--- config.mk ---
export PLATFORM = sky130hd
export DESIGN_NAME = cdr_core
export DESIGN_NICKNAME = d
export VERILOG_FILES = /design/src/core/cdr_pkg.sv /design/src/core/cdr_core.sv
export SDC_FILE = /design/constraint.sdc
export NUM_CORES = 1
export LEC_CHECK = 0
export BUFFER_PORTS_ARGS = -buffer_cell sky130_fd_sc_hd__buf_2
export CAP_MARGIN = 20
export CORE_MARGIN = 5
export CORE_UTILIZATION = 36
export DETAILED_ROUTE_END_ITERATION = 10
export PLACE_DENSITY_LB_ADDON = 0.3
export SLEW_MARGIN = 20
export SYNTH_ARGS = -nofsm -noshare
export SYNTH_HDL_FRONTEND = slang
export SYNTH_SLANG_ARGS = --single-unit
--- constraint.sdc ---
create_clock -name sys_clk -period 19.02 [get_ports sys_clk]
set_input_delay 1.902 -clock sys_clk [delete_from_list [all_inputs] [get_ports sys_clk]]
set_output_delay 1.902 -clock sys_clk [all_outputs]
set_load 0.01 [all_outputs]
--- src/core/cdr_pkg.sv ---
package cdr_pkg;

    localparam int CDR_AW = 8;
    localparam int CDR_DW = 32;

    // register byte addresses on the APB window
    localparam logic [7:0] CDR_REG_PSW = 8'h80;
    localparam logic [7:0] CDR_REG_SP = 8'h84;
    localparam logic [7:0] CDR_REG_DPL = 8'h88;
    localparam logic [7:0] CDR_REG_DPH = 8'h8C;
    localparam logic [7:0] CDR_REG_ACC = 8'h90;
    localparam logic [7:0] CDR_REG_B = 8'h94;
    localparam logic [7:0] CDR_REG_DPSEL = 8'h98;
    localparam logic [7:0] CDR_REG_PCL = 8'h9C;
    localparam logic [7:0] CDR_REG_PCH = 8'hA0;

    // status word fields
    localparam int PSW_CY = 7;
    localparam int PSW_AC = 6;
    localparam int PSW_F0 = 5;
    localparam int PSW_RS1 = 4;
    localparam int PSW_RS0 = 3;
    localparam int PSW_OV = 2;
    localparam int PSW_F1 = 1;
    localparam int PSW_P = 0;
    localparam logic [7:0] PSW_WR_MASK = 8'hFE;

    // reset values
    localparam logic [7:0] RST_PSW = 8'h00;
    localparam logic [7:0] RST_SP = 8'h07;
    localparam logic [7:0] RST_BYTE = 8'h00;
    localparam logic [15:0] RST_WORD = 16'h0000;

    typedef enum logic [4:0] {
        ST_IDLE = 5'b00001,
        ST_W1 = 5'b00010,
        ST_W2 = 5'b00100,
        ST_P1 = 5'b01000,
        ST_P2 = 5'b10000
    } cdr_state_t;

    typedef enum logic [5:0] {
        OP_NOP = 6'h00, OP_ADD = 6'h01, OP_ADDC = 6'h02, OP_SUBB = 6'h03,
        OP_INC = 6'h04, OP_DEC = 6'h05, OP_MUL = 6'h06, OP_DIV = 6'h07,
        OP_DA = 6'h08, OP_CMP = 6'h09, OP_ANL = 6'h0A, OP_ORL = 6'h0B,
        OP_XRL = 6'h0C, OP_CPL = 6'h0D, OP_CLR = 6'h0E, OP_RR = 6'h0F,
        OP_RL = 6'h10, OP_RRC = 6'h11, OP_RLC = 6'h12, OP_SWAP = 6'h13,
        OP_SETB = 6'h14, OP_CLRB = 6'h15, OP_CPLB = 6'h16, OP_JB = 6'h17,
        OP_JNB = 6'h18, OP_JBC = 6'h19, OP_MOVCB = 6'h1A, OP_MOVBC = 6'h1B,
        OP_ANLC = 6'h1C, OP_ANLCN = 6'h1D, OP_ORLC = 6'h1E, OP_ORLCN = 6'h1F,
        OP_PUSH = 6'h20, OP_POP = 6'h21, OP_CALL = 6'h22, OP_RET = 6'h23,
        OP_DPLD = 6'h24, OP_DPINC = 6'h25, OP_JMP = 6'h26, OP_JMPI = 6'h27
    } cdr_op_t;

endpackage

--- src/core/cdr_core.sv ---
// Contract
// - machine cycle is two clocks when memory needs no wait state
// - slow program memory access adds exactly one machine cycle wait
// - alu takes 8-bit operands, gives 8-bit result chosen by decoder
// - add, subtract, multiply, divide, inc, dec, decimal adjust, compare
// - and, or, xor, complement, rotate right/left, nibble swap
// - set, clear, complement bits; branch on set/clear/set-and-clear; carry moves
// - carry and/or with a bit or its inverse, result into carry
// - 16-bit program counter holds next address; branches redirect it
// - core registers sit in the 80h to FFh direct space
// - stack pre-increments on write, post-decrements on read
// - reset loads stack pointer with 07h
// - calls push pc, returns pop it, push/pop move data bytes
// - software reads and writes stack pointer while the core is idle
// - data pointer is high and low byte forming a 16-bit address
// - data pointer supports load immediate and increment with carry
// - main operand register supplies one operand for most alu ops
// - second operand register feeds multiply/divide, else scratch
// - status word resets to 00 with documented field layout
// - parity bit is read-only, set when accumulator has odd ones
// - bank select bits pick register bank at 00h, 08h, 10h, 18h
// - half carry updated by add and subtract ops (not decimal adjust) and software writable
// - carry and overflow updated by arithmetic, software writable
// - select bit picks first or second data pointer
//
// Register access over APB and the address map are this design's own decisions.
`timescale 1ns/1ns
module cdr_core
    import cdr_pkg::*;
(
    input wire logic sys_clk,
    input wire logic rst_b,
    input wire logic psel,
    input wire logic penable,
    input wire logic pwrite,
    input wire logic [CDR_AW-1:0] paddr,
    input wire logic [CDR_DW-1:0] pwdata,
    output logic [CDR_DW-1:0] prdata,
    output logic pready,
    output logic pslverr,
    input wire logic op_valid,
    output logic op_ready,
    input wire logic [5:0] op_code,
    input wire logic [7:0] op_src,
    input wire logic [15:0] op_imm,
    input wire logic [1:0] op_len,
    input wire logic op_bit,
    input wire logic op_bit_cy,
    input wire logic op_slow,
    output logic op_done,
    output logic branch_taken,
    output logic [7:0] res_data,
    output logic res_we,
    output logic bit_data,
    output logic bit_we,
    output logic [7:0] stk_addr,
    output logic [7:0] stk_wdata,
    output logic stk_we,
    input wire logic [7:0] stk_rdata,
    output logic [15:0] program_counter,
    output logic [15:0] data_pointer,
    output logic [1:0] bank_select
);

    cdr_state_t st_q, st_d;
    cdr_op_t op_q, op_d;
    logic [7:0] src_q, src_d;
    logic [15:0] imm_q, imm_d;
    logic [1:0] len_q, len_d;
    logic bit_q, bit_d, bitcy_q, bitcy_d, cnt_q, cnt_d;
    logic [7:0] acc_q, acc_d, b_q, b_d, psw_q, psw_d, sp_q, sp_d;
    logic [15:0] pc_q, pc_d, act_dp_q, act_dp_d, alt_dp_q, alt_dp_d;
    logic dpsel_q, dpsel_d;
    logic done_q, done_d, taken_q, taken_d, rwe_q, rwe_d, bwe_q, bwe_d, bout_q, bout_d;
    logic [7:0] res_q, res_d, saddr_q, saddr_d, swd_q, swd_d;
    logic swe_q, swe_d, rdy_q, rdy_d;
    logic [31:0] prd_q, prd_d;
    logic prdy_q, prdy_d, perr_q, perr_d;

    // alu outputs
    logic [7:0] a_res, b_res;
    logic cy_n, ac_n, ov_n, alu_taken, bit_n, bit_wr, cin;
    logic [8:0] sum9, dif9, da9;
    logic [4:0] lo5, lod5;
    logic [15:0] prod, pc_ret;
    logic push_op, is2, apb_hit, apb_err;
    logic [7:0] apb_val;

    assign prdata = prd_q;
    assign pready = prdy_q;
    assign pslverr = perr_q;
    assign op_ready = rdy_q;
    assign op_done = done_q;
    assign branch_taken = taken_q;
    assign res_data = res_q;
    assign res_we = rwe_q;
    assign bit_data = bout_q;
    assign bit_we = bwe_q;
    assign stk_addr = saddr_q;
    assign stk_wdata = swd_q;
    assign stk_we = swe_q;
    assign program_counter = pc_q;
    assign data_pointer = act_dp_q;
    assign bank_select = psw_q[PSW_RS1:PSW_RS0];

    always_comb
    begin
        a_res = acc_q;
        b_res = b_q;
        cy_n = psw_q[PSW_CY];
        ac_n = psw_q[PSW_AC];
        ov_n = psw_q[PSW_OV];
        alu_taken = 1'b0;
        bit_n = bit_q;
        bit_wr = 1'b0;
        cin = (op_q == OP_ADDC || op_q == OP_SUBB) && psw_q[PSW_CY];
        sum9 = {1'b0, acc_q} + {1'b0, src_q} + {8'h00, cin};
        dif9 = {1'b0, acc_q} - {1'b0, src_q} - {8'h00, cin};
        lo5 = {1'b0, acc_q[3:0]} + {1'b0, src_q[3:0]} + {4'h0, cin};
        lod5 = {1'b0, acc_q[3:0]} - {1'b0, src_q[3:0]} - {4'h0, cin};
        prod = acc_q * b_q;
        da9 = {1'b0, acc_q};
        if (acc_q[3:0] > 4'h9 || psw_q[PSW_AC])
        begin
            da9 = da9 + 9'h006;
        end
        if (da9[7:4] > 4'h9 || da9[8] || psw_q[PSW_CY])
        begin
            da9 = da9 + 9'h060;
        end
        unique case (op_q)
            OP_ADD, OP_ADDC:
            begin
                a_res = sum9[7:0];
                cy_n = sum9[8];
                ac_n = lo5[4];
                ov_n = (acc_q[7] == src_q[7]) && (sum9[7] != acc_q[7]);
            end
            OP_SUBB:
            begin
                a_res = dif9[7:0];
                cy_n = dif9[8];
                ac_n = lod5[4];
                ov_n = (acc_q[7] != src_q[7]) && (dif9[7] != acc_q[7]);
            end
            OP_INC: a_res = acc_q + 8'h01;
            OP_DEC: a_res = acc_q - 8'h01;
            OP_MUL:
            begin
                a_res = prod[7:0];
                b_res = prod[15:8];
                cy_n = 1'b0;
                ov_n = |prod[15:8];
            end
            OP_DIV:
            begin
                cy_n = 1'b0;
                // divide by zero leaves both operands and flags overflow
                ov_n = (b_q == 8'h00);
                if (b_q != 8'h00)
                begin
                    a_res = acc_q / b_q;
                    b_res = acc_q % b_q;
                end
            end
            OP_DA:
            begin
                a_res = da9[7:0];
                cy_n = psw_q[PSW_CY] | da9[8];
            end
            OP_CMP:
            begin
                cy_n = acc_q < src_q;
                alu_taken = acc_q != src_q;
            end
            OP_ANL: a_res = acc_q & src_q;
            OP_ORL: a_res = acc_q | src_q;
            OP_XRL: a_res = acc_q ^ src_q;
            OP_CPL: a_res = ~acc_q;
            OP_CLR: a_res = 8'h00;
            OP_RR: a_res = {acc_q[0], acc_q[7:1]};
            OP_RL: a_res = {acc_q[6:0], acc_q[7]};
            OP_RRC:
            begin
                a_res = {psw_q[PSW_CY], acc_q[7:1]};
                cy_n = acc_q[0];
            end
            OP_RLC:
            begin
                a_res = {acc_q[6:0], psw_q[PSW_CY]};
                cy_n = acc_q[7];
            end
            OP_SWAP: a_res = {acc_q[3:0], acc_q[7:4]};
            OP_SETB, OP_CLRB, OP_CPLB:
            begin
                bit_n = (op_q == OP_SETB) || (op_q == OP_CPLB && !bit_q);
                if (bitcy_q)
                begin
                    cy_n = (op_q == OP_SETB) || (op_q == OP_CPLB && !psw_q[PSW_CY]);
                end
                else
                begin
                    bit_wr = 1'b1;
                end
            end
            OP_JB: alu_taken = bit_q;
            OP_JNB: alu_taken = !bit_q;
            OP_JBC:
            begin
                alu_taken = bit_q;
                bit_n = 1'b0;
                bit_wr = bit_q;
            end
            OP_MOVCB: cy_n = bit_q;
            OP_MOVBC:
            begin
                bit_n = psw_q[PSW_CY];
                bit_wr = 1'b1;
            end
            OP_ANLC: cy_n = psw_q[PSW_CY] & bit_q;
            OP_ANLCN: cy_n = psw_q[PSW_CY] & !bit_q;
            OP_ORLC: cy_n = psw_q[PSW_CY] | bit_q;
            OP_ORLCN: cy_n = psw_q[PSW_CY] | !bit_q;
            OP_JMP: alu_taken = 1'b1;
            default:
            begin
                alu_taken = 1'b0;
            end
        endcase
    end

    always_comb
    begin
        st_d = st_q;
        op_d = op_q;
        src_d = src_q;
        imm_d = imm_q;
        len_d = len_q;
        bit_d = bit_q;
        bitcy_d = bitcy_q;
        cnt_d = cnt_q;
        acc_d = acc_q;
        b_d = b_q;
        psw_d = psw_q;
        sp_d = sp_q;
        pc_d = pc_q;
        act_dp_d = act_dp_q;
        alt_dp_d = alt_dp_q;
        dpsel_d = dpsel_q;
        done_d = 1'b0;
        taken_d = 1'b0;
        rwe_d = 1'b0;
        bwe_d = 1'b0;
        bout_d = bout_q;
        res_d = res_q;
        saddr_d = saddr_q;
        swd_d = swd_q;
        swe_d = 1'b0;
        prd_d = prd_q;
        prdy_d = 1'b0;
        perr_d = 1'b0;
        pc_ret = pc_q + {14'h0000, len_q};
        push_op = (op_q == OP_PUSH) || (op_q == OP_CALL);
        is2 = (op_q == OP_CALL) || (op_q == OP_RET);
        unique case (st_q)
            ST_IDLE:
            begin
                if (op_valid && rdy_q)
                begin
                    op_d = cdr_op_t'(op_code);
                    src_d = op_src;
                    imm_d = op_imm;
                    len_d = op_len;
                    bit_d = op_bit;
                    bitcy_d = op_bit_cy;
                    cnt_d = 1'b0;
                    st_d = op_slow ? ST_W1 : ST_P1;
                end
            end
            ST_W1: st_d = ST_W2;
            ST_W2: st_d = ST_P1;
            ST_P1:
            begin
                // pointer set up one clock early so memory sees a stable address
                saddr_d = push_op ? sp_q + 8'h01 : sp_q;
                swe_d = push_op;
                if (op_q == OP_CALL)
                begin
                    swd_d = cnt_q ? pc_ret[15:8] : pc_ret[7:0];
                end
                else
                begin
                    swd_d = src_q;
                end
                st_d = ST_P2;
            end
            ST_P2:
            begin
                if (push_op)
                begin
                    sp_d = sp_q + 8'h01;
                end
                else if (op_q == OP_POP || op_q == OP_RET)
                begin
                    sp_d = sp_q - 8'h01;
                end
                if (is2 && !cnt_q)
                begin
                    cnt_d = 1'b1;
                    st_d = ST_P1;
                    if (op_q == OP_RET)
                    begin
                        pc_d[15:8] = stk_rdata;
                    end
                end
                else
                begin
                    st_d = ST_IDLE;
                    done_d = 1'b1;
                    acc_d = a_res;
                    b_d = b_res;
                    psw_d[PSW_CY] = cy_n;
                    psw_d[PSW_AC] = ac_n;
                    psw_d[PSW_OV] = ov_n;
                    bout_d = bit_n;
                    bwe_d = bit_wr;
                    taken_d = alu_taken || op_q == OP_JMPI;
                    pc_d = alu_taken ? imm_q : pc_ret;
                    unique case (op_q)
                        OP_POP:
                        begin
                            res_d = stk_rdata;
                            rwe_d = 1'b1;
                        end
                        OP_CALL:
                        begin
                            pc_d = imm_q;
                            taken_d = 1'b1;
                        end
                        OP_RET:
                        begin
                            pc_d = {pc_q[15:8], stk_rdata};
                            taken_d = 1'b1;
                        end
                        OP_JMPI: pc_d = act_dp_q + {8'h00, acc_q};
                        OP_DPLD: act_dp_d = imm_q;
                        OP_DPINC: act_dp_d = act_dp_q + 16'h0001;
                        default:
                        begin
                            res_d = res_q;
                        end
                    endcase
                end
            end
        endcase
        rdy_d = (st_d == ST_IDLE);
        // apb answers only while the core is idle and no op starts, so the
        // two sides never write a register in the same cycle; a decoder
        // that never drops op_valid starves the bus
        apb_hit = 1'b1;
        apb_val = 8'h00;
        unique case (paddr)
            CDR_REG_PSW: apb_val = {psw_q[7:1], ^acc_q};
            CDR_REG_SP: apb_val = sp_q;
            CDR_REG_DPL: apb_val = act_dp_q[7:0];
            CDR_REG_DPH: apb_val = act_dp_q[15:8];
            CDR_REG_ACC: apb_val = acc_q;
            CDR_REG_B: apb_val = b_q;
            CDR_REG_DPSEL: apb_val = {7'h00, dpsel_q};
            CDR_REG_PCL: apb_val = pc_q[7:0];
            CDR_REG_PCH: apb_val = pc_q[15:8];
            default: apb_hit = 1'b0;
        endcase
        apb_err = !apb_hit || (pwrite && (paddr == CDR_REG_PCL || paddr == CDR_REG_PCH));
        if (psel && penable && !prdy_q && st_q == ST_IDLE && !(op_valid && rdy_q))
        begin
            prdy_d = 1'b1;
            perr_d = apb_err;
            prd_d = {24'h000000, apb_val};
        end
        if (psel && penable && prdy_q && pwrite && !perr_q)
        begin
            unique case (paddr)
                // parity is not stored; user flags and bank bits are plain storage
                CDR_REG_PSW: psw_d = pwdata[7:0] & PSW_WR_MASK;
                CDR_REG_SP: sp_d = pwdata[7:0];
                CDR_REG_DPL: act_dp_d[7:0] = pwdata[7:0];
                CDR_REG_DPH: act_dp_d[15:8] = pwdata[7:0];
                CDR_REG_ACC: acc_d = pwdata[7:0];
                CDR_REG_B: b_d = pwdata[7:0];
                CDR_REG_DPSEL:
                begin
                    dpsel_d = pwdata[0];
                    if (pwdata[0] != dpsel_q)
                    begin
                        act_dp_d = alt_dp_q;
                        alt_dp_d = act_dp_q;
                    end
                end
                default:
                begin
                    dpsel_d = dpsel_q;
                end
            endcase
        end
    end

    always_ff @(posedge sys_clk or negedge rst_b)
    begin
        if (!rst_b)
        begin
            st_q <= ST_IDLE;
            op_q <= OP_NOP;
            src_q <= RST_BYTE;
            imm_q <= RST_WORD;
            len_q <= 2'h0;
            bit_q <= 1'b0;
            bitcy_q <= 1'b0;
            cnt_q <= 1'b0;
            acc_q <= RST_BYTE;
            b_q <= RST_BYTE;
            psw_q <= RST_PSW;
            sp_q <= RST_SP;
            pc_q <= RST_WORD;
            act_dp_q <= RST_WORD;
            alt_dp_q <= RST_WORD;
            dpsel_q <= 1'b0;
            done_q <= 1'b0;
            taken_q <= 1'b0;
            rwe_q <= 1'b0;
            bwe_q <= 1'b0;
            bout_q <= 1'b0;
            res_q <= RST_BYTE;
            saddr_q <= RST_BYTE;
            swd_q <= RST_BYTE;
            swe_q <= 1'b0;
            rdy_q <= 1'b0;
            prd_q <= 32'h00000000;
            prdy_q <= 1'b0;
            perr_q <= 1'b0;
        end
        else
        begin
            st_q <= st_d;
            op_q <= op_d;
            src_q <= src_d;
            imm_q <= imm_d;
            len_q <= len_d;
            bit_q <= bit_d;
            bitcy_q <= bitcy_d;
            cnt_q <= cnt_d;
            acc_q <= acc_d;
            b_q <= b_d;
            psw_q <= psw_d;
            sp_q <= sp_d;
            pc_q <= pc_d;
            act_dp_q <= act_dp_d;
            alt_dp_q <= alt_dp_d;
            dpsel_q <= dpsel_d;
            done_q <= done_d;
            taken_q <= taken_d;
            rwe_q <= rwe_d;
            bwe_q <= bwe_d;
            bout_q <= bout_d;
            res_q <= res_d;
            saddr_q <= saddr_d;
            swd_q <= swd_d;
            swe_q <= swe_d;
            rdy_q <= rdy_d;
            prd_q <= prd_d;
            prdy_q <= prdy_d;
            perr_q <= perr_d;
        end
    end

endmodule

# --- Yosys cells after proc, flatten, opt, wreduce, memory -nomap -nowiden ---
# Index checks and enable logic that the tools add are counted.
op_classes:
  n_eq_ne: 64
  n_reduce_logical: 53
  div: 2
  n_mux: 69
  magnitude_cmp: 3
  multipliers: 1
  add_sub_neg: 17
  n_bitwise: 10
op_table:
  columns: ["cell", "count"]
  rows:
  - ["8-bit 2-to-1 mux", 22]
  - ["8-bit case mux with 17 select lines", 1]
  - ["6-bit by 5-bit == test with 1-bit output, second input constant", 16]
  - ["16-bit 2-to-1 mux", 5]
  - ["8-bit == test, second input constant", 9]
  - ["8-bit case mux with 9 select lines", 1]
  - ["6-bit by 4-bit == test with 1-bit output, second input constant", 8]
  - ["6-bit == test, second input constant", 8]
  - ["16-bit case mux with 3 select lines", 1]
  - ["8-bit case mux with 2 select lines", 3]
  - ["16-bit case mux with 2 select lines", 1]
  - ["5-bit case mux with 5 select lines", 1]
  - ["6-bit by 3-bit == test with 1-bit output, second input constant", 4]
  - ["1-bit 2-to-1 mux", 20]
  - ["9-bit 2-to-1 mux", 2]
  - ["16-bit by 1-bit adder with 16-bit output, second input constant", 1]
  - ["16-bit by 2-bit adder with 16-bit output", 1]
  - ["16-bit by 8-bit adder with 16-bit output", 1]
  - ["8-bit by 1-bit adder with 8-bit output, second input constant", 2]
  - ["8-bit by 8-bit multiplier with 16-bit output", 1]
  - ["8-bit by 1-bit subtractor with 8-bit output, second input constant", 2]
  - ["1-bit logical AND", 15]
  - ["1-bit case mux with 13 select lines", 1]
  - ["6-bit by 2-bit == test with 1-bit output, second input constant", 2]
  - ["50 further kinds", 91]
totals:
  output_inout_bits: 99
  register_bits: 161

# --- Depth between registers and ports, before layout ---
# Gate-level depths: netlist of run 1.
logic_depth:
  word_depth: 13
  mapped_depth: 55
  depth_no_buf: 53

# --- Least setup slack after synthesis of run 1 ---
# Ideal clock, no wire load.
synth_path:
  path_type: "flip-flop to flip-flop"
  start: "reg b_q[0]"
  end: "reg b_q[5]"
  path_slack_ns: 7.266
  period_less_slack_ns: 11.754
  path_stages_with_launch: 54
  t_arrival_ns: 11.624
  required_ns: 18.890
  n_path_buf: 4
  path_cell_list: "dfrtp_1 -> clkbuf_1 -> inv_1 -> ha_1 -> nor2_1 -> nor4bb_1 -> xnor2_1 -> ha_1 -> o21a_1 -> o311a_1 -> o22ai_1 -> inv_1 -> ha_1 -> and4b_1 -> a31o_2 -> o21a_1 -> mux2_2 -> inv_1 -> (+18 left out) -> ha_1 -> o21ai_0 -> o21ai_0 -> nand2_1 -> o21ai_0 -> clkbuf_1 -> o21ai_0 -> o21a_1 -> ha_1 -> o21a_1 -> o31ai_1 -> a21oi_1 -> o21a_1 -> clkbuf_1 -> nor3_1 -> a211o_1 -> o211ai_1 -> o21ai_0"
synth_via:
  elab_chain_cells: 7
synth_rtl:
  columns: ["item", "line", "rtl"]
  rows:
  - ["start, declared", "cdr_core.sv:71", "logic [7:0] acc_q, acc_d, b_q, b_d, psw_q, psw_d, sp_q, sp_d;"]
  - ["start signal, assigned", "cdr_core.sv:421", "b_q <= RST_BYTE;"]
  - ["start signal, assigned", "cdr_core.sv:453", "b_q <= b_d;"]
  - ["8-bit by 8-bit remainder unit with 8-bit output or 8-bit nonzero test (tied branches)", "cdr_core.sv:163, cdr_core.sv:160", null]
  - ["8-bit 2-to-1 mux", "cdr_core.sv:160", "if (b_q != 8'h00)"]
  - ["8-bit case mux with 2 select lines (*)", "cdr_core.sv:131", "unique case (op_q)"]
  - ["8-bit 2-to-1 mux (*)", "cdr_core.sv:307", "if (is2 && !cnt_q)"]
  - ["8-bit 2-to-1 mux (*)", "cdr_core.sv:265", "unique case (st_q)"]
  - ["8-bit 2-to-1 mux", "cdr_core.sv:383", "unique case (paddr)"]
  - ["8-bit 2-to-1 mux (*)", "cdr_core.sv:381", "if (psel && penable && prdy_q && pwrite && !perr_q)"]
  - ["net b_d[5]", "cdr_core.sv:71", null]
# The timed path passes the listed nets; every way through them passes the cells marked *.
# A chain may end at the register's enable or synchronous reset.

# --- Final worst setup path of run 1 ---
layout_path:
  start: "reg b_q[6]"
  end: "reg b_q[5]"
# Same word-level chain as after synthesis.

==> flow_summary_export.csv, run 1 <==
group,metric,value,unit
cts,cts-root-buf,"sky130_fd_sc_hd__clkbuf_16",
global_route,wire_length_of_the_first_global_routing_pass,94700,µm
timing,min_period,14.44,ns
min_path,holdPathEnd,"stk_addr[4]",
yosys,yosysTopAreaCellShare,23.8,%
placement,dp.final_hpwl,46900,µm
yosys,post_synth_instance_area,16500,µm²
setup_path,end_kind,"register",
power_and_ir_drop,cellPowerDensity,41.2,nW/µm²
yosys,synth_sequential_area_ratio,24.4,%
floorplanning,pin_count,188,
min_path,worstHoldStart,"stk_addr[4]",
cts,tritoncts.num_buffers,17,
setup_path,r2r_start,"b_q[6]",
cts,maximum_buffer_depth_of_the_clock_tree,2,
setup_path,crit_required,19.34,ns
cts,cts.htree.levels,4,
power_and_ir_drop,power_leakage,8.00,nW
cts,cts.sinks,161,
floorplanning,fp.dieH,224,µm
job,timing.max_cap.violations,0,
cts,clock_insertion_delay_worst_skew,0.45,ns
placement,portBuffers,139,
global_route,grt_overflow_total,0,
timing,timing.final.setup_violations,0,
global_route,number_of_global_route_vias_before_repair,15900,
timing,setup_repair_after_global_routing_missed_its_margin,"false",
cts,post-cts-setup-buffers,0,
yosys,synth_top_cell_by_area,"sky130_fd_sc_hd__dfrtp_1",
yosys,synth.distinct_cells,91,
yosys,yosysWarnings,0,
min_path,whs_path_depth,2,
yosys,yosys_register_bits,161,
timing,worst_slew_pin_slew,1.11,ns
global_route,grt_start_max_net_pins,100,
layout,design.final.nets,2357,
global_route,number_of_antenna_violations_at_the_first_check_in_global_routing,0,
cts,cts_resized,0,
setup_path,worst-r2r-setup-slack,4.58,ns
yosys,synthesis.instances,2010,
run_status,run_status,"finished, final reports clean",
floorplanning,row_cnt,78,
layout,final_cells,2690,
power_and_ir_drop,totalPowerFinal,0.000751,W
routing,initialDrtViolationCount,1578,
global_route,track_usage,23.9,%
layout,final.fill_count,4611,
routing,postRouteWirelength,61700,µm
floorplanning,floorplan.die.width,224,µm
floorplanning,core_area,45400,µm²
timing,setup_tns,0,ns
yosys,synthTopCellsByCount,"187 x sky130_fd_sc_hd__nand2_1, 187 x sky130_fd_sc_hd__nor2_1, 157 x sky130_fd_sc_hd__dfrtp_1",
routing,ant_nets,0,
routing,drcViolationCount,0,
routing,drt_pass1_iterations,6,
yosys,syn-mean-instance-area,8.22,µm²
yosys,synth_top_cells_by_area,"sky130_fd_sc_hd__dfrtp_1 24%, sky130_fd_sc_hd__ha_1 11%, sky130_fd_sc_hd__fa_1 5.3%",
setup_path,crit_fanout,14,
timing,relSlewSlack,24.8,%
setup_path,max_stage_delay,0.76,ns
cts,cts-hold-fix-buffers,0,
setup_path,worstReg2RegEnd,"b_q[5]",
timing,final.period_utilization,75.9,%
yosys,synth_enable_flop_cells,0,
min_path,hold_class,"reg2reg",
timing,hold_viol,0,
power_and_ir_drop,irDropWorstVdd,0.0000531,V
routing,routed_via_density,5.98,
setup_path,timing.reg2reg.worst_path_depth,49,
timing,max_freq,69.2,MHz
timing,timing.final.max_slew_violations,0,
placement,place_congestion,0.967,
yosys,synth_top_flop_cell,"sky130_fd_sc_hd__dfrtp_1",
floorplanning,die-area,50300,µm²
placement,dpl.cell_count,2658,
setup_path,critical_path.startpoint_type,"register",
yosys,async_set_or_reset_register_ratio_after_synthesis,100,%
setup_path,critical_path_data_arrival_time,14.77,ns
layout,layout-drive-gt1-share,14.7,%
setup_path,worstSetupPathType,"reg2reg",
cts,clk_pin_slew,0.07,ns
floorplanning,initial_utilization,36.4,%
routing,routed-via-count,16100,
cts,cts_tree,"yes",
routing,avgRoutedWirePerCell,23.0,µm
setup_path,critPathSlowestCell,"sky130_fd_sc_hd__nor4_1",
layout,areaGrowthSynthToFinish,10.2,%
timing,layout_skew,0.0136,ns
layout,diodes_inserted,0,
worst max-delay path: cells and delay by family, from the launching register on:
| kind | cells | cell delay (ns) |
|---|---|---|
| flops | 1 | 0.60 |
| xor+xnor | 1 | 0.12 |
| mux | 2 | 0.78 |
| fa+ha+maj | 7 | 2.21 |
| simple gates | 10 | 3.34 |
| buf+inv | 4 | 0.29 |
| compound gates | 25 | 6.95 |
worst max path at each step:
stage                     startpoint      to  slack (ns)  cells after the start
after floorplan               b_q[0]  b_q[5]        7.27                     53
after global placement        b_q[6]  b_q[5]        5.31                     49
after detailed placement      b_q[6]  b_q[5]        4.99                     49
after CTS                     b_q[6]  b_q[5]        4.90                     49
after global routing          b_q[6]  b_q[5]        3.66                     49
final                         b_q[6]  b_q[5]        4.58                     49
placed cells by master, fill, tap and decap left out, drive strengths merged, types with 35 or more instances in the layout:
master  Yosys  final
xor2       35     35
ha        147    147
fa         44     44
dfrtp     157    157
inv       116    119
nor3       60     60
nor2      190    190
buf        49    163
mux2       70     70
a21oi     131    131
a22oi      36     36
nand3      53     53
o21ai     137    137
nand2     187    187
xnor2      63     63
flip-flops by register name, summed over array words and instances, names as in the netlist, 2 cells and up:
register         flops
alt_dp_q            16
data_pointer        16
imm_q               16
program_counter     16
acc_q                8
b_q                  8
prdata               8
res_data             8
sp_q                 8
src_q                8
stk_addr             8
stk_wdata            8
psw_q                7
op_q                 6
st_q                 5
len_q                2
layer usage:
layer  share of wire [%]  track usage, %  vias up
met1                  42            31.4     7817
met3                 7.6            4.06      145
met4                 3.7            9.04        0
li1                    -               -     7381
met2                  47            39.7      744
met5                   0               0        -
logic make-up after synthesis:
group                    synth area share, %
XOR/XNOR                                5.19
AND/OR/NAND/NOR                         19.3
other                                 0.0227
buffers and inverters                   6.56
AO/OA/AOI/OAI                           22.5
multiplexers                            5.62
adder cells (fa/ha/maj)                 16.5
flip-flops                              24.4
power by group:
group	switching (W)	total, W	internal (W)
clock network	0.000155	0.000354	0.000199
logic	0.0000331	0.0000490	0.0000159
registers	0.00000390	0.000348	0.000344
total	0.000192	0.000751	0.000559
stage by stage:
| stage | area, µm² | utilization (%) | setup slack [ns] | hold WS, ns |
|---|---|---|---|---|
| finish | 18200 | 40.1 | 4.58 | 0.480 |
| global route | 18200 | 40.1 | 3.66 | 0.513 |
| CTS | 18200 | 40.1 | 4.90 | 0.485 |
| detailed placement | 17600 | 38.8 | 4.99 | 0.469 |
| global placement | 17600 | 38.8 | 5.31 | 0.466 |
| floorplan | 16600 | - | 7.27 | 0.469 |
final cells by class:
| class | count | area [µm²] | area share (%) |
|---|---|---|---|
| inverters | 119 | 447 | 2.45 |
| clock buffers | 18 | 439 | 2.41 |
| clock inverters | 14 | 158 | 0.866 |
| repair buffers | 163 | 882 | 4.84 |
| well taps | 600 | 751 | 4.12 |
| flip-flops and latches | 161 | 4030 | 22.1 |
| multi-input cells | 1615 | 11500 | 63.2 |
Power figures use the tool's default switching activity.
==> run 2, diff against run 1 <==
Clock period 19.02 ns to 14.49 ns, I/O delays scaled along.
==> flow_summary_export.csv, run 2 (synthesized netlist as in run 1, its figures left out) <==
group,metric,value,unit
setup_path,critical_path_data_arrival_time,13.66,ns
placement,post_detailed_placement_cell_area,17700,µm²
floorplanning,core_area,45400,µm²
setup_path,crit_required,14.81,ns
global_route,wire_length_of_the_first_global_routing_pass,94800,µm
routing,ant_nets,0,
timing,min_period,13.34,ns
timing,layout_skew,0.0108,ns
power_and_ir_drop,cellPowerDensity,54.6,nW/µm²
routing,routed-via-count,16200,
setup_path,critical_path.n_buffers_inverters,4,
routing,routed_via_density,6.02,
timing,setup_tns,0,ns
placement,dpl.cell_count,2664,
timing,max_freq,75.0,MHz
routing,avgRoutedWirePerCell,23.0,µm
setup_path,crit_family,"compound AO/OA/AOI/OAI gates",
cts,cts-root-buf,"sky130_fd_sc_hd__clkbuf_16",
routing,postRouteWirelength,62100,µm
power_and_ir_drop,power_leakage,8.05,nW
timing,final.period_utilization,92.0,%
timing,relSlewSlack,28.2,%
cts,maximum_buffer_depth_of_the_clock_tree,2,
floorplanning,fp.dieH,224,µm
cts,clock_insertion_delay_worst_skew,0.45,ns
cts,cts.sinks,161,
timing,hold_viol,0,
floorplanning,die-area,50300,µm²
cts,cts_tree,"yes",
cts,cts-hold-fix-buffers,0,
placement,dp.final_hpwl,46700,µm
placement,place_ws,0.345,ns
layout,diodes_inserted,0,
routing,drcViolationCount,0,
cts,tritoncts.num_buffers,17,
setup_path,critPathSlowestCell,"sky130_fd_sc_hd__a41o_1",
floorplanning,floorplan.die.width,224,µm
timing,timing.final.setup_violations,0,
setup_path,crit_fanout,11,
layout,mostFrequentLayoutCells,"187 x sky130_fd_sc_hd__nor2_1, 187 x sky130_fd_sc_hd__nand2_1, 157 x sky130_fd_sc_hd__dfrtp_1",
timing,holdWs,0.480,ns
timing,setup_repair_after_global_routing_missed_its_margin,"false",
placement,portBuffers,139,
layout,final_area,18300,µm²
min_path,hold_class,"reg2reg",
timing,fin_ws,1.15,ns
routing,initialDrtViolationCount,1714,
timing,timing.final.max_slew_violations,0,
setup_path,critical_path.startpoint_type,"register",
floorplanning,pin_count,188,
layout,layout-drive-gt1-share,15.1,%
timing,worst_slew_pin_slew,1.06,ns
global_route,number_of_global_route_vias_before_repair,15700,
routing,drt_pass1_iterations,8,
cts,clk_pin_slew,0.07,ns
global_route,grt_start_max_net_pins,95,
setup_path,max_stage_delay,0.55,ns
cts,cts.htree.levels,4,
floorplanning,row_cnt,78,
placement,place_congestion,0.970,
job,timing.max_cap.violations,0,
setup_path,worstSetupPathType,"reg2reg",
run_status,run_status,"finished, final reports clean",
layout,final_cells,2697,
global_route,number_of_antenna_violations_at_the_first_check_in_global_routing,0,
global_route,grt_overflow_total,0,
layout,design.final.nets,2364,
layout,areaGrowthSynthToFinish,10.7,%
global_route,track_usage,23.9,%
setup_path,end_kind,"register",
floorplanning,initial_utilization,36.4,%
power_and_ir_drop,irDropWorstVdd,0.0000605,V
[run 2: cell type report]
| cell class | count | area [µm²] |
|---|---|---|
| clock buffers | 20 | 457 |
| inverters | 119 | 447 |
| multi-input cells | 1615 | 11500 |
| clock inverters | 12 | 145 |
| flip-flops and latches | 161 | 4030 |
| fillers | 4614 | 27100 |
| well taps | 600 | 751 |
| repair buffers | 170 | 935 |
[run 2: worst paths after layout]
kind | start | endpoint | slack (ns) | cells past startpoint
setup / recovery | b_q[4] | b_q[5] | 1.15 | 47
hold / removal | stk_addr[4] | stk_addr[4] | 0.48 | 2
setup reg to reg | b_q[4] | b_q[5] | 1.15 | 47
hold reg to reg | stk_addr[4] | stk_addr[4] | 0.48 | 2
max in group asynchronous | rst_b | op_q[1] | 11.87 | 2
min in group asynchronous | rst_b | imm_q[12] | 1.11 | 1
[run 2: worst reg2reg max path: cells and delay by family (launching register included)]
kind	cells	cell delay [ns]
muxes	3	1.32
DFF	1	0.54
adders and majority gates	7	2.33
AOI/OAI and AO/OA	22	5.95
xor gates and xnor gates	1	0.17
and+or+nand+nor	10	2.54
buffers and inverters	4	0.36
[run 2: metrics by stage]
stage                     power (W)  util [%]
after floorplan            0.000497         -
after global placement     0.000529      38.9
after detailed placement   0.000530      38.9
after CTS                   0.00101      40.2
after global routing        0.00103      40.3
final                      0.000998      40.3
[run 2: layer usage]
metal / part of all wire, % / GRT usage, % / vias up
li1: - / - / 7372
met1: 42 / 32.1 / 7950
met2: 47 / 39.5 / 755
met3: 7.8 / 3.73 / 149
met4: 3.6 / 8.05 / 0
met5: 0 / 0 / -
[run 2: power breakdown]
| group | switching [W] | internal, W |
|---|---|---|
| Sequential | 0.00000483 | 0.000452 |
| Combinational | 0.0000447 | 0.0000208 |
| Clock | 0.000209 | 0.000267 |
| Total | 0.000258 | 0.000740 |
[run 2: repair_timing]
item | CTS | global route
buffers inserted | 0 | 0
gates resized for setup | 0 | 7
setup endpoints to repair | 0 | 9
==> run 3, diff against run 2 <==
Settings changed: PLACE_DENSITY_LB_ADDON 0.3 to 0.15.
==> flow_summary_export.csv, run 3 (synthesized netlist as in run 1, its figures left out) <==
group,metric,value,unit
cts,cts.sinks,161,
cts,clock_insertion_delay_worst_skew,0.45,ns
routing,drcViolationCount,0,
power_and_ir_drop,cellPowerDensity,54.0,nW/µm²
global_route,number_of_antenna_violations_at_the_first_check_in_global_routing,3,
power_and_ir_drop,totalPowerFinal,0.000986,W
global_route,number_of_global_route_vias_before_repair,16100,
setup_path,critPathSlowestCell,"sky130_fd_sc_hd__nor4_2",
setup_path,critical_path_data_arrival_time,13.67,ns
routing,drt_pass1_iterations,9,
timing,layout_skew,0.0143,ns
min_path,hold_class,"reg2reg",
timing,timing.final.setup_violations,0,
setup_path,worstSetupPathType,"reg2reg",
floorplanning,row_cnt,78,
setup_path,critical_path.n_buffers_inverters,3,
layout,diodes_inserted,0,
routing,avgRoutedWirePerCell,23.9,µm
cts,post-cts-setup-buffers,0,
floorplanning,die-area,50300,µm²
global_route,track_usage,25.0,%
power_and_ir_drop,power_leakage,8.03,nW
power_and_ir_drop,irDropWorstVdd,0.0000681,V
run_status,run_status,"finished, final reports clean",
routing,routed_via_density,5.99,
cts,maximum_buffer_depth_of_the_clock_tree,2,
routing,initialDrtViolationCount,1468,
timing,setup_repair_after_global_routing_missed_its_margin,"false",
placement,dp.final_hpwl,48600,µm
cts,cts-root-buf,"sky130_fd_sc_hd__clkbuf_16",
routing,routed-via-count,16200,
cts,cts_tree,"yes",
routing,postRouteWirelength,64500,µm
layout,design.final.nets,2365,
global_route,wire_length_of_the_first_global_routing_pass,98200,µm
timing,worst_slew_pin_slew,1.02,ns
setup_path,critical_path.startpoint_type,"register",
placement,portBuffers,139,
cts,tritoncts.num_buffers,17,
setup_path,crit_fanout,11,
floorplanning,initial_utilization,36.4,%
setup_path,end_kind,"register",
timing,final.period_utilization,91.9,%
layout,areaGrowthSynthToFinish,10.6,%
global_route,grt_start_max_net_pins,97,
setup_path,crit_required,14.85,ns
layout,mostFrequentLayoutCells,"187 x sky130_fd_sc_hd__nor2_1, 187 x sky130_fd_sc_hd__nand2_1, 157 x sky130_fd_sc_hd__dfrtp_1",
floorplanning,fp.dieH,224,µm
setup_path,max_stage_delay,0.58,ns
floorplanning,floorplan.die.width,224,µm
layout,layout-drive-gt1-share,14.9,%
floorplanning,core_area,45400,µm²
timing,relSlewSlack,30.5,%
routing,wl_met2,29900,µm
cts,clk_pin_slew,0.07,ns
routing,met3RoutedLength,4360,µm
routing,routed.top_layer,"met5",
timing,setup_tns,0,ns
timing,timing.final.max_slew_violations,0,
setup_path,crit_family,"compound AO/OA/AOI/OAI gates",
routing,ant_nets,0,
cts,cts.htree.levels,4,
timing,max_freq,75.1,MHz
job,timing.max_cap.violations,0,
timing,min_period,13.31,ns
global_route,grt_overflow_total,0,
placement,place_congestion,0.958,
timing,hold_viol,0,
floorplanning,pin_count,188,
routing,drt-met1-wl,27400,µm
[run 3: final cells by class]
class	instances	area (µm²)
tap	600	751
fill	4666	27100
sequential	161	4030
clock buffer	22	454
inverter	119	447
timing repair buffer	171	942
multi-input combinational	1615	11500
clock inverter	10	128
[run 3: layer usage]
| layer | vias up | global-route usage (%) |
|---|---|---|
| met5 | - | 0 |
| met4 | 2 | 10.4 |
| met3 | 165 | 3.77 |
| met2 | 662 | 40.6 |
| met1 | 7934 | 33.4 |
| li1 | 7389 | - |
[run 3: final timing paths]
check,from,depth (start not counted),slack (ns),endpoint
max reg2reg,b_q[4],49,1.18,b_q[0]
min reg2reg,stk_wdata[5],2,0.48,stk_wdata[5]
max in group asynchronous,rst_b,2,11.94,bit_we
min in group asynchronous,rst_b,1,1.13,imm_q[12]
max,b_q[4],49,1.18,b_q[0]
min,stk_wdata[5],2,0.48,stk_wdata[5]
[run 3: where the power goes]
group	total (W)	internal (W)	switching [W]
clock network	0.000463	0.000261	0.000202
registers	0.000457	0.000452	0.00000505
logic	0.0000655	0.0000209	0.0000447
total	0.000986	0.000734	0.000252
[run 3: tightest hold or removal path, cell delays in order (launching register included)]
cell	delay, ns
sky130_fd_sc_hd__dfrtp_1	0.35
sky130_fd_sc_hd__nand2_1	0.04
sky130_fd_sc_hd__o21ai_0	0.06
[run 3: what timing repair did]
| action | in CTS | in global routing |
|---|---|---|
| hold buffers | 0 | 0 |
| resized for setup | 0 | 5 |
| endpoints found under the setup margin | 0 | 9 |
| hold endpoints to repair | 0 | 0 |
[run 3: through the flow]
stage	hold slack [ns]	util (%)	std cells	area [µm²]	worst slack, ns
floorplan	0.469	-	2033	16600	2.74
global placement	0.469	38.9	2666	17700	0.639
detailed placement	0.472	38.9	2666	17700	0.281
CTS	0.488	40.2	2698	18300	0.253
global route	0.509	40.3	2698	18300	0.0343
finish	0.483	40.3	2698	18300	1.18
